===== src/rta_pkg.sv =====
// Constants for the time-count trim and alarm compare block
package rta_pkg;
  // ****************************************
  // Clock rates and timing
  // ****************************************
  localparam int unsigned CLK_HZ = 100_000_000;
  localparam int unsigned OSC_HZ = 32_768;
  localparam int unsigned OSC_HALF_DIV = (CLK_HZ + OSC_HZ) / (2 * OSC_HZ);
  localparam logic [15:0] NOMINAL_COUNTS = 16'h8000;
  // ****************************************
  // Register indices, byte address is four times the index
  // ****************************************
  localparam logic [5:0] IDX_TRIM = 6'h07;
  localparam logic [5:0] IDX_WMIN = 6'h08;
  localparam logic [5:0] IDX_WHOUR = 6'h09;
  localparam logic [5:0] IDX_WDAYS = 6'h0A;
  localparam logic [5:0] IDX_DMIN = 6'h0B;
  localparam logic [5:0] IDX_DHOUR = 6'h0C;
  localparam logic [5:0] IDX_IRQ_STATUS = 6'h10;
  localparam logic [5:0] IDX_IRQ_MASK = 6'h11;
  // ****************************************
  // Field layout
  // ****************************************
  localparam int unsigned TRIM_PERIOD_SELECT = 7;
  localparam int unsigned TRIM_SIGN = 6;
  localparam logic [7:0] MINUTE_MASK = 8'h7F;
  localparam logic [7:0] HOUR_MASK = 8'h3F;
  localparam logic [7:0] DAYS_MASK = 8'h7F;
  localparam logic [7:0] IRQ_MASK_BITS = 8'h03;
  localparam int unsigned IRQ_WEEKLY = 0;
  localparam int unsigned IRQ_DAILY = 1;
  // ****************************************
  // Reset values
  // ****************************************
  localparam logic [7:0] TRIM_RESET = 8'h00;
  localparam logic [7:0] ALARM_RESET = 8'h00;
  localparam logic [7:0] IRQ_RESET = 8'h00;
  // ****************************************
  // Seconds values at which trimming applies
  // ****************************************
  localparam logic [6:0] SEC_00 = 7'h00;
  localparam logic [6:0] SEC_20 = 7'h20;
  localparam logic [6:0] SEC_40 = 7'h40;
endpackage


===== src/rta_trim_alarm.sv =====
// Time-count trim, weekly and daily alarm compare, APB register slave
// Summary of operation
// RULE1: Period select zero: trim applies when seconds become 00, 20 or 40.
// RULE2: Period select one: trim applies only when seconds become 00.
// RULE3: At a trim instant the counts per second follow the trim register.
// RULE4: A trim write during a trim instant's second cancels that adjustment.
// RULE5: Sign zero: second lengthens by twice (low six bits minus one).
// RULE6: Sign one: second shortens by twice the negative value's magnitude.
// RULE7: Bits five to one all zero keep the nominal 32768 counts.
// RULE8: The 32.768 kHz clock output never changes with the trim.
// RULE9: Weekly minute holds BCD in bits 6..0; bit 7 reads zero.
// RULE10: Weekly hour bit 5 is pm flag or twenty-hours digit.
// RULE11: Daily hour bit 5 is pm flag or twenty-hours digit.
// RULE12: In 12-hour mode code 12 is midnight and 32 is noon.
// RULE13: Day mask bit n selects weekday counter value n, 0 to 6.
// RULE14: An all-zero day mask never raises the weekly alarm.
// RULE15: Daily minute holds BCD in bits 6..0; bit 7 reads zero.
// RULE16: Host programs only existing times into the alarm registers.
// RULE17: Trim register: period select bit 7, signed value 6..0, resets zero.
// RULE18: Alarms fire on minute and hour match, weekly also on day mask.
// RULE19: Unused upper alarm bits ignored on write, read as zero.
`timescale 1ns/1ps
module rta_trim_alarm #(
  parameter int unsigned HALF_DIV = rta_pkg::OSC_HALF_DIV
) (
  input wire logic CLK_I,
  input wire logic SRST_I,
  input wire logic PSEL_I,
  input wire logic PENABLE_I,
  input wire logic PWRITE_I,
  input wire logic [7:0] PADDR_I,
  input wire logic [31:0] PWDATA_I,
  input wire logic [3:0] PSTRB_I,
  output logic PREADY_O,
  output logic [31:0] PRDATA_O,
  output logic PSLVERR_O,
  input wire logic [6:0] SECONDS_I,
  input wire logic [6:0] MINUTE_I,
  input wire logic [5:0] HOUR_I,
  input wire logic [2:0] WEEKDAY_I,
  output logic SEC_TICK_O,
  output logic CLK32K_O,
  output logic ALARM_W_O,
  output logic ALARM_D_O,
  output logic IRQ_O
);
  import rta_pkg::*;

  // ****************************************
  // Decoding helpers
  // ****************************************
  function automatic logic is_mapped(input logic [7:0] addr);
    logic [5:0] idx;
    idx = addr[7:2];
    is_mapped = (addr[1:0] == 2'b00) &&
      ((idx == IDX_TRIM) || (idx == IDX_WMIN) || (idx == IDX_WHOUR) ||
       (idx == IDX_WDAYS) || (idx == IDX_DMIN) || (idx == IDX_DHOUR) ||
       (idx == IDX_IRQ_STATUS) || (idx == IDX_IRQ_MASK));
  endfunction

  function automatic logic is_instant(input logic [7:0] trim, input logic [6:0] sec);
    logic hit;
    hit = (sec == SEC_00);
    if (!trim[TRIM_PERIOD_SELECT]) begin
      hit = hit || (sec == SEC_20) || (sec == SEC_40); // RULE1
    end
    is_instant = hit; // RULE2
  endfunction

  // Length of an adjusted second in oscillator counts
  function automatic logic [15:0] trim_len(input logic [7:0] trim);
    logic [15:0] val;
    val = {{9{trim[TRIM_SIGN]}}, trim[6:0]};
    if (trim[5:1] == 5'b0_0000) begin
      trim_len = NOMINAL_COUNTS; // RULE7
    end else if (!trim[TRIM_SIGN]) begin
      trim_len = 16'(NOMINAL_COUNTS + ((val - 16'h0001) << 1)); // RULE5
    end else begin
      trim_len = 16'(NOMINAL_COUNTS + (val << 1)); // RULE6
    end
  endfunction

  // Writable bits per register; writes and reads share one set of masks
  function automatic logic [7:0] field_mask(input logic [5:0] sel);
    field_mask = 8'h00;
    case (sel)
      IDX_TRIM: begin
        field_mask = 8'hFF; // RULE17
      end
      IDX_WMIN, IDX_DMIN: begin
        field_mask = MINUTE_MASK; // RULE9
      end
      IDX_WHOUR, IDX_DHOUR: begin
        field_mask = HOUR_MASK; // RULE19
      end
      IDX_WDAYS: begin
        field_mask = DAYS_MASK; // RULE19
      end
      IDX_IRQ_MASK: begin
        field_mask = IRQ_MASK_BITS;
      end
      default: begin
        field_mask = 8'h00;
      end
    endcase
  endfunction

  // ****************************************
  // Register storage
  // ****************************************
  logic [7:0] trim_q;
  logic [7:0] wmin_q;
  logic [7:0] whour_q;
  logic [7:0] wdays_q;
  logic [7:0] dmin_q;
  logic [7:0] dhour_q;
  logic [7:0] irq_status_q;
  logic [7:0] irq_status_d;
  logic [7:0] irq_mask_q;
  logic pready_q;
  logic [31:0] prdata_q;
  logic pslverr_q;
  logic [7:0] rd_val;
  logic wr_en;
  logic rd_en;
  logic [5:0] idx;
  logic trim_wr;

  // ****************************************
  // APB slave
  // ****************************************
  // One wait state: pready rises one cycle into the access phase, so read
  // data and the error flag are always registered before they are seen.
  assign idx = PADDR_I[7:2];
  assign wr_en = PSEL_I && PENABLE_I && pready_q && PWRITE_I && PSTRB_I[0] && is_mapped(PADDR_I);
  assign rd_en = PSEL_I && PENABLE_I && pready_q && !PWRITE_I && is_mapped(PADDR_I);
  assign trim_wr = wr_en && (idx == IDX_TRIM);

  always_comb begin
    rd_val = 8'h00;
    case (idx)
      IDX_TRIM: begin
        rd_val = trim_q;
      end
      IDX_WMIN: begin
        rd_val = wmin_q & MINUTE_MASK; // RULE9
      end
      IDX_WHOUR: begin
        rd_val = whour_q & HOUR_MASK; // RULE10
      end
      IDX_WDAYS: begin
        rd_val = wdays_q & DAYS_MASK; // RULE19
      end
      IDX_DMIN: begin
        rd_val = dmin_q & MINUTE_MASK; // RULE15
      end
      IDX_DHOUR: begin
        rd_val = dhour_q & HOUR_MASK; // RULE11
      end
      IDX_IRQ_STATUS: begin
        rd_val = irq_status_q;
      end
      IDX_IRQ_MASK: begin
        rd_val = irq_mask_q;
      end
      default: begin
        rd_val = 8'h00;
      end
    endcase
  end

  always_ff @(posedge CLK_I) begin
    if (SRST_I) begin
      pready_q <= 1'b0;
      prdata_q <= 32'h0000_0000;
      pslverr_q <= 1'b0;
    end else if (PSEL_I && PENABLE_I && !pready_q) begin
      pready_q <= 1'b1;
      pslverr_q <= !is_mapped(PADDR_I);
      prdata_q <= {24'h00_0000, (is_mapped(PADDR_I) ? rd_val : 8'h00)};
    end else begin
      pready_q <= 1'b0;
      pslverr_q <= 1'b0;
    end
  end

  always_ff @(posedge CLK_I) begin
    if (SRST_I) begin
      trim_q <= TRIM_RESET; // RULE17
    end else if (trim_wr) begin
      trim_q <= PWDATA_I[7:0]; // RULE17
    end
  end

  // Alarm fields have no meaningful power-up value; zero keeps simulation clean
  always_ff @(posedge CLK_I) begin
    if (SRST_I) begin
      wmin_q <= ALARM_RESET;
      whour_q <= ALARM_RESET;
      wdays_q <= ALARM_RESET;
      dmin_q <= ALARM_RESET;
      dhour_q <= ALARM_RESET;
    end else if (wr_en) begin
      case (idx)
        IDX_WMIN: begin
          wmin_q <= PWDATA_I[7:0] & field_mask(idx); // RULE9
        end
        IDX_WHOUR: begin
          whour_q <= PWDATA_I[7:0] & field_mask(idx); // RULE10
        end
        IDX_WDAYS: begin
          wdays_q <= PWDATA_I[7:0] & field_mask(idx); // RULE19
        end
        IDX_DMIN: begin
          dmin_q <= PWDATA_I[7:0] & field_mask(idx); // RULE15
        end
        IDX_DHOUR: begin
          dhour_q <= PWDATA_I[7:0] & field_mask(idx); // RULE11
        end
        default: begin
        end
      endcase
    end
  end

  always_ff @(posedge CLK_I) begin
    if (SRST_I) begin
      irq_mask_q <= IRQ_RESET;
    end else if (wr_en && (idx == IDX_IRQ_MASK)) begin
      irq_mask_q <= PWDATA_I[7:0] & field_mask(idx);
    end
  end

  // ****************************************
  // Oscillator rate divider and clock output
  // ****************************************
  // The output square wave is fed only by this divider, so trimming
  // moves the second boundary but never the output frequency.
  logic [15:0] div_q;
  logic clk32k_q;
  logic osc_tick;

  assign osc_tick = (div_q == 16'(HALF_DIV - 1)) && clk32k_q;

  always_ff @(posedge CLK_I) begin
    if (SRST_I) begin
      div_q <= 16'h0000;
      clk32k_q <= 1'b0;
    end else if (div_q == 16'(HALF_DIV - 1)) begin
      div_q <= 16'h0000;
      clk32k_q <= !clk32k_q; // RULE8
    end else begin
      div_q <= 16'(div_q + 16'h0001);
    end
  end

  // ****************************************
  // Second length counter with trim
  // ****************************************
  logic [15:0] cnt_q;
  logic [15:0] len_q;
  logic adj_q;
  logic tick_q;
  logic start_q;

  always_ff @(posedge CLK_I) begin
    if (SRST_I) begin
      cnt_q <= 16'h0000;
      tick_q <= 1'b0;
    end else if (osc_tick && (cnt_q == 16'(len_q - 16'h0001))) begin
      cnt_q <= 16'h0000;
      tick_q <= 1'b1;
    end else begin
      cnt_q <= osc_tick ? 16'(cnt_q + 16'h0001) : cnt_q;
      tick_q <= 1'b0;
    end
  end

  // The time counter moves on the tick, so the new seconds value is
  // judged one cycle later when it has settled.
  always_ff @(posedge CLK_I) begin
    if (SRST_I) begin
      start_q <= 1'b0;
    end else begin
      start_q <= tick_q;
    end
  end

  always_ff @(posedge CLK_I) begin
    if (SRST_I) begin
      len_q <= NOMINAL_COUNTS;
      adj_q <= 1'b0;
    end else if (start_q) begin
      if (is_instant(trim_q, SECONDS_I) && !trim_wr) begin
        len_q <= trim_len(trim_q); // RULE3
        adj_q <= 1'b1;
      end else begin
        len_q <= NOMINAL_COUNTS;
        adj_q <= 1'b0;
      end
    end else if (trim_wr && adj_q) begin
      len_q <= NOMINAL_COUNTS; // RULE4
      adj_q <= 1'b0;
    end
  end

  // ****************************************
  // Alarm compare
  // ****************************************
  // Hour codes compare as stored, so 12-hour codes 12 and 32 match the
  // counter directly; impossible settings simply never match.
  logic w_match;
  logic d_match;
  logic alarm_w_q;
  logic alarm_d_q;
  logic [6:0] day_sel;

  assign day_sel = (WEEKDAY_I == 3'b111) ? 7'h00 : 7'(7'h01 << WEEKDAY_I); // RULE13
  assign w_match = (MINUTE_I == wmin_q[6:0]) && (HOUR_I == whour_q[5:0]) && // RULE12
    ((day_sel & wdays_q[6:0]) != 7'h00); // RULE14
  assign d_match = (MINUTE_I == dmin_q[6:0]) && (HOUR_I == dhour_q[5:0]); // RULE18

  always_ff @(posedge CLK_I) begin
    if (SRST_I) begin
      alarm_w_q <= 1'b0;
      alarm_d_q <= 1'b0;
    end else begin
      alarm_w_q <= w_match; // RULE18
      alarm_d_q <= d_match; // RULE18
    end
  end

  // ****************************************
  // Interrupt status, mask and output
  // ****************************************
  // Events are match rising edges; a new event in the cycle of the
  // clearing read survives the clear.
  always_comb begin
    irq_status_d = irq_status_q;
    if (rd_en && (idx == IDX_IRQ_STATUS)) begin
      irq_status_d = 8'h00;
    end
    if (w_match && !alarm_w_q) begin
      irq_status_d[IRQ_WEEKLY] = 1'b1;
    end
    if (d_match && !alarm_d_q) begin
      irq_status_d[IRQ_DAILY] = 1'b1;
    end
  end

  logic irq_q;

  always_ff @(posedge CLK_I) begin
    if (SRST_I) begin
      irq_status_q <= IRQ_RESET;
      irq_q <= 1'b0;
    end else begin
      irq_status_q <= irq_status_d;
      irq_q <= (irq_status_d & irq_mask_q) != 8'h00;
    end
  end

  // ****************************************
  // Outputs
  // ****************************************
  assign PREADY_O = pready_q;
  assign PRDATA_O = prdata_q;
  assign PSLVERR_O = pslverr_q;
  assign SEC_TICK_O = tick_q;
  assign CLK32K_O = clk32k_q;
  assign ALARM_W_O = alarm_w_q;
  assign ALARM_D_O = alarm_d_q;
  assign IRQ_O = irq_q;
endmodule


===== config.mk =====
export PLATFORM = sky130hd
export DESIGN_NAME = rta_trim_alarm
export DESIGN_NICKNAME = d
export VERILOG_FILES = /design/src/rta_pkg.sv /design/src/rta_trim_alarm.sv
export SDC_FILE = /design/constraint.sdc
export NUM_CORES = 1
export LEC_CHECK = 0
export BUFFER_PORTS_ARGS = -buffer_cell sky130_fd_sc_hd__buf_2
export CELL_PAD_IN_SITES_DETAIL_PLACEMENT = 0
export CELL_PAD_IN_SITES_GLOBAL_PLACEMENT = 1
export CORE_MARGIN = 2
export CORE_UTILIZATION = 40
export CTS_CLUSTER_SIZE = 20
export DETAILED_ROUTE_END_ITERATION = 16
export PLACE_DENSITY = 0.78
export SLEW_MARGIN = 20
export SYNTH_ARGS = -nofsm -noshare
export SYNTH_HDL_FRONTEND = slang
export SYNTH_SLANG_ARGS = --single-unit

===== constraint.sdc =====
create_clock -name CLK_I -period 5.37 [get_ports CLK_I]
set_input_delay 0.8055 -clock CLK_I [delete_from_list [all_inputs] [get_ports CLK_I]]
set_output_delay 0.8055 -clock CLK_I [all_outputs]
set_load 0.005 [all_outputs]

# Yosys cells after proc, flatten, opt, wreduce, memory -nomap -nowiden

Index checks and enable logic that the tools add are counted.
Widths: inputs -> output; s select.

Bits in registers: 122
Logic and storage cells: 144
Output and inout port bits: 39

Add/subtract/negate cells: 6
Bitwise operators: 9
Equality and inequality tests: 17
Shift-type cells: 1
Reduce and logical (&&, ||, !) cells: 53
Muxes and demuxes: 37

Operators by type and width:

| kind                   | count |
|---|---|
| $mux 16                | 5 |
| $mux 7                 | 10 |
| $pmux 8 s8             | 1 |
| $mux 6                 | 6 |
| $add 16x1->16 const B  | 2 |
| $add 16x16->16 const A | 2 |
| $mux 8                 | 4 |
| $pmux 8 s4             | 1 |
| $eq 6x4->1 const B     | 5 |
| $and 7x7->7            | 4 |
| $logic_and 1x1->1      | 21 |
| $and 8x8->8            | 2 |
| $eq 16x11->1 const B   | 1 |
| $eq 16x16->1           | 1 |
| $sub 16x1->16 const B  | 1 |
| $eq 7x7->1             | 2 |
| $and 6x6->6            | 2 |
| $eq 6x5->1 const B     | 2 |
| $eq 6x6->1             | 2 |
| $mux 1                 | 10 |
| $reduce_and 2->1       | 5 |
| $logic_or 1x1->1       | 9 |
| $reduce_bool 8->1      | 1 |
| $reduce_or 2->1        | 4 |
| other kinds (14)       | 20 |

# Logic depth before layout (Yosys ltp)

Word-level depth: 15
Depth in mapped cells: 9

# Worst setup path after synthesis

No wires, ideal clock.

Path kind: input to register
Start: input PADDR_I[6]
End: register whour_q[0]
Path slack: 2.711 ns
Stages: 9
Data arrival time: 2.532 ns
Buffers on the path: 3
Library setup time: 0.128 ns
Path through: buf_4 > or3b_2 > a21oi_1 > o21ba_2 > buf_2 > buf_4 > nand3_1 > mux2i_1 > nor2_1

Word-level cells in the longest chain between the ends: 11
Elaborated cells on any way between the ends: 25
Classes of those cells: 8 x eq/ne; 4 x mux; 1 x bitwise; 12 x reduce/logical

Ends and longest elaborated chain:

| what                                                | line                  | text |
|---|---|---|
| start, declared                                     | rta_trim_alarm.sv:31  | `input wire logic [7:0] PADDR_I,` |
| branches (longest 11 deep; another with $pmux 8 s4) | -                     |  |
| end signal, assigned                                | rta_trim_alarm.sv:209 | `whour_q <= PWDATA_I[7:0] & field_mask(idx);` |
| end, declared                                       | rta_trim_alarm.sv:113 | `logic [7:0] whour_q;` |

Parallel ways; which one is timed is not known. The select of a mux whose other input is x is not followed.
A chain may end at the register's enable or synchronous reset.

# Worst setup path in the final report

Start: input PADDR_I[2]
End: register wdays_q[0]

Word-level cells in the longest chain between the ends: 11
Elaborated cells on any way between the ends: 18
Classes of those cells: 8 x eq/ne; 10 x reduce/logical

Ends and longest elaborated chain:

| what                                     | line                                       | text |
|---|---|---|
| $eq 6x3->1 or $eq 6x4->1 (tied branches) | rta_trim_alarm.sv:56, rta_trim_alarm.sv:86 |  |
| $logic_or 1x1->1 (3 in series)           | rta_trim_alarm.sv:56                       | `((idx == IDX_TRIM) \|\| (idx == IDX_WMIN) \|\| (idx == IDX_WHOUR) \|\|` |
| $logic_or 1x1->1 (3 in series)           | rta_trim_alarm.sv:57                       | `(idx == IDX_WDAYS) \|\| (idx == IDX_DMIN) \|\| (idx == IDX_DHOUR) \|\|` |
| $logic_or 1x1->1                         | rta_trim_alarm.sv:58                       | `(idx == IDX_IRQ_STATUS) \|\| (idx == IDX_IRQ_MASK));` |
| $logic_and 1x1->1                        | rta_trim_alarm.sv:55                       | `is_mapped = (addr[1:0] == 2'b00) &&` |
| $logic_and 1x1->1                        | rta_trim_alarm.sv:135                      | `assign wr_en = PSEL_I && PENABLE_I && pready_q && PWRITE_I && PSTRB_I[0] && is_mapped(PADDR_I);` |
| $reduce_and 2->1 (no line) *             | -                                          |  |
| end signal, assigned                     | rta_trim_alarm.sv:212                      | `wdays_q <= PWDATA_I[7:0] & field_mask(idx);` |
| end, declared                            | rta_trim_alarm.sv:114                      | `logic [7:0] wdays_q;` |

Mark *: on every way between the ends. The rest lies on a longest branch, timed or not.

==> impl_metrics.csv <==
group,metric,value,unit
yosys,synth_area_leaders,"dfxtp_1 39%, mux2i_1 6.0%, xor2_1 6.0%",
die,core,14420,µm²
cells_and_area,utilization,47.17,%
pwr,worst_ir_drop_vdd,0.2280,mV
sta,setup_slack,2.449,ns
pwr,pwr-share-clk,54.7,%
global_route,grt_overflow,0,
routing,routed_via_density,5.297,
yosys,ys_async_sr_fraction,0,%
routing,wl_per_cell,15.64,µm
yosys,yosysSeqAreaShare,39.24,%
clock_tree,hold_buffers,0,
setup_path,crit_path_max_fanout,24,
global_route,grt_pass1_vias,4678,
clock_tree,cts_tree,"built",
clock_tree,clk_path_buf_depth,2,
setup_path,crit_path_cell_trace,"buf_2 > or3b_2 > a21oi_1 > o21ba_2 > nand4b_1 > mux2i_1 > nor2_1",
sta,hold_viol,0,
pwr,p_int,1.641,mW
place,place_hpwl,10.51,mm
sta,setup_tns,0,ns
yosys,synth_top_family_by_area,"simple AND/OR/NAND/NOR gates",
sta,worst_hold_slack,0.4548,ns
sta,slew_viol_final,0,
setup_path,critPathRequiredTime,5.65,ns
routing,first_pass_iters,5,
sta,grt_setup_unrepaired,"no",
cells_and_area,num_antenna_cells,0,
yosys,synth_cells,670,
yosys,yosys_warnings,0,
routing,wl,14.37,mm
routing,vias,4868,
die,fp-row-count,44,
pwr,combPwrFrac,4.2,%
yosys,synth_compound_area_share,9.192,%
clock_tree,cts_buffers,17,
die,start_util,40.67,%
clock_tree,cts.sinks,115,
clock_tree,clockRootBuffer,"clkbuf_16",
die,die_h,125.1,µm
cells_and_area,final_area,6804,µm²
clock_tree,htreeDepth,4,
pwr,cellPowerDensity,307.3,nW/µm²
place,place.gp.congestion,0.8682,
cells_and_area,syn_to_final_growth,15.97,%
die,ios,111,
setup_path,worstPathArrival,3.20,ns
sta,worstMarginPinSlew,0.8255,ns
sta,skew,0.006643,ns
yosys,synth_xor_area_share,11.05,%
routing,route.detailed.drc,0,
setup_path,slowest_stage,"nand4b_1",
place,dpl_cell_area,6195,µm²
sta,setup_viol,0,
yosys,syn_avg_cell_area,8.757,µm²
outcome,status,"finished, final reports clean",
place,place_ws,2.032,ns
clock_tree,clkTransAtPathRegs,0.05,ns
global_route,grt_use_total,18.91,%
setup_path,slowest_delay,0.54,ns
yosys,ys.flop_type,"dfxtp_1",
yosys,synth_simple_gate_area_share,25.63,%
clock_tree,clock_latency,0.41,ns
flow_run,drv_cap,0,
yosys,synth_adder_area_share,1.237,%
clock_tree,cts_setup_buffers,0,
setup_path,critPathKind,"primary input to flop",
yosys,synth_edf_count,0,
sta,finalCritPeriodShare,54.40,%
yosys,synthesis.area,5867,µm²
sta,fmax,342.3,MHz
pwr,p_leak,2.860,nW
pwr,p_sw_share,21.50,%
yosys,synth.top_cell.area_share,39.24,%
yosys,muxShareOfSynthArea,7.507,%
pwr,netSwitchingPower,449.6,µW
cells_and_area,layout-drive-gt1-share,15.78,%
setup_path,critical_path_buf_inv_count,1,
sta,period_minus_slack,2.921,ns
die,die_w,125.1,µm
sta,slew_headroom,44.46,%
global_route,grt_pass1_wl,23.83,mm
pwr,power_frac_seq,41.1,%
yosys,synth.distinct_cells,62,
routing,drtAntennaViolNets,0,
setup_path,crit_path_end_kind,"flop",
global_route,grt_antenna_before_repair,0,
worst_hold_path,min_path_type,"flop to flop",
cells_and_area,fin_nets,799,
routing,drtIter0Drc,315,
global_route,grt_max_degree,62,
clock_tree,ctsResizeCount,0,
yosys,synth_area_leader_cell,"dfxtp_1",
die,die_area,15650,µm²
setup_path,cp-start-kind,"primary input",
setup_path,critPathTopFamily,"simple AND/OR/NAND/NOR gates",
yosys,ys_ff_latch,115,
place,port_buffers,59,
## worst reg2reg max path: stages (launching register included)
cell     delay [ns]
dfxtp_1        0.36
nor4_1         0.75
nand2_1        0.15
xnor2_1        0.16
nor4_1         0.34
a41o_1         0.58
nor2_1         0.11
## final cells by class
class                   count  area, µm²
clock buffers              24      511.7
clock inverters             8      97.59
fillers                  1380       7620
inverters                  12      45.04
multi-input cells         514       3299
flip-flops and latches    115       2302
well taps                 184      230.2
repair buffers             62      317.8
## Yosys cell counts, types with 11 or more instances
master and count:
nor4_1 11, xor2_1 40, mux2i_1 35, clkbuf_1 20
xnor2_1 34, dfxtp_1 115, a21oi_1 30, nand4_1 16
buf_4 26, nor3_1 15, nor2_1 82, nand2_1 56
o21ai_0 11, nand3_1 45, inv_1 12
## worst paths after layout
| check | from | to | slack, ns | cells past startpoint |
|---|---|---|---|---|
| worst max-delay path | PADDR_I[2] | wdays_q[0] | 2.45 | 7 |
| worst min-delay path | len_q[15] | len_q[15] | 0.45 | 2 |
| worst max register to register | len_q[3] | cnt_q[15] | 2.80 | 6 |
| worst min register to register | len_q[15] | len_q[15] | 0.45 | 2 |
## metal layers
layer | routed length, µm | track usage, %
met5 | 0 | 0
met4 | 247 | 7.059
met3 | 764 | 5.434
met2 | 6757 | 30.31
met1 | 6602 | 24.27
## power groups by stage
stage | Clock [mW] | Sequential (mW) | Combinational [mW]
after floorplan | 0 | 0.877 | 0.0629
after global placement | 0 | 0.877 | 0.0851
after detailed placement | 0 | 0.878 | 0.0864
after CTS | 1.16 | 0.859 | 0.0869
after global routing | 1.21 | 0.859 | 0.0954
final | 1.14 | 0.860 | 0.0868
## per-stage QoR
step                std cells  power (mW)
global placement          887      0.9622
floorplan                 693      0.9395
finish                    919       2.091
detailed placement        887      0.9640
CTS                       919       2.110
global route              919       2.162
## flip-flops by register name, indices dropped and copies added, names as in the netlist, 6 cells and up
name,flops
cnt_q,16
irq_status_q,8
dhour_q,6
PRDATA_O,8
irq_mask_q,8
whour_q,6
div_q,16
len_q,9
wmin_q,7
dmin_q,7
wdays_q,7
trim_q,8
## kinds of logic (layout without fill, tap and decap cells)
family | count (synthesis) | after routing
buf+inv | 64 | 106
other cells | 1 | 24
fa+ha+maj | 6 | 6
flops | 115 | 115
simple gates | 291 | 291
mux | 39 | 39
xor+xnor | 74 | 74
compound gates | 80 | 80
## layout by cell type (no fill, tap or decap), types with 4 or more instances in the layout
cell type,Yosys,layout
clkbuf_16,0,17
nand2_1,56,56
buf_2,3,59
nor2b_1,9,9
nor3_1,15,14
dfxtp_1,115,115
ha_1,5,5
and3_1,6,6
nand4_1,16,16
xnor2_1,34,34
xor2_1,40,40
mux2i_1,35,35
a21oi_1,30,30
conb_1,1,24
a22oi_1,10,10
nor2_1,82,82
and4_1,5,5
clkbuf_8,0,6
a222oi_1,4,4
nor4_1,11,11
and2_1,10,10
nor3b_1,4,4
o21ai_0,11,11
mux4_2,4,4
inv_1,12,12
nand4b_1,4,4
nand3_1,45,45
and2_2,6,6
No activity file was read; power rests on OpenSTA's default activity.
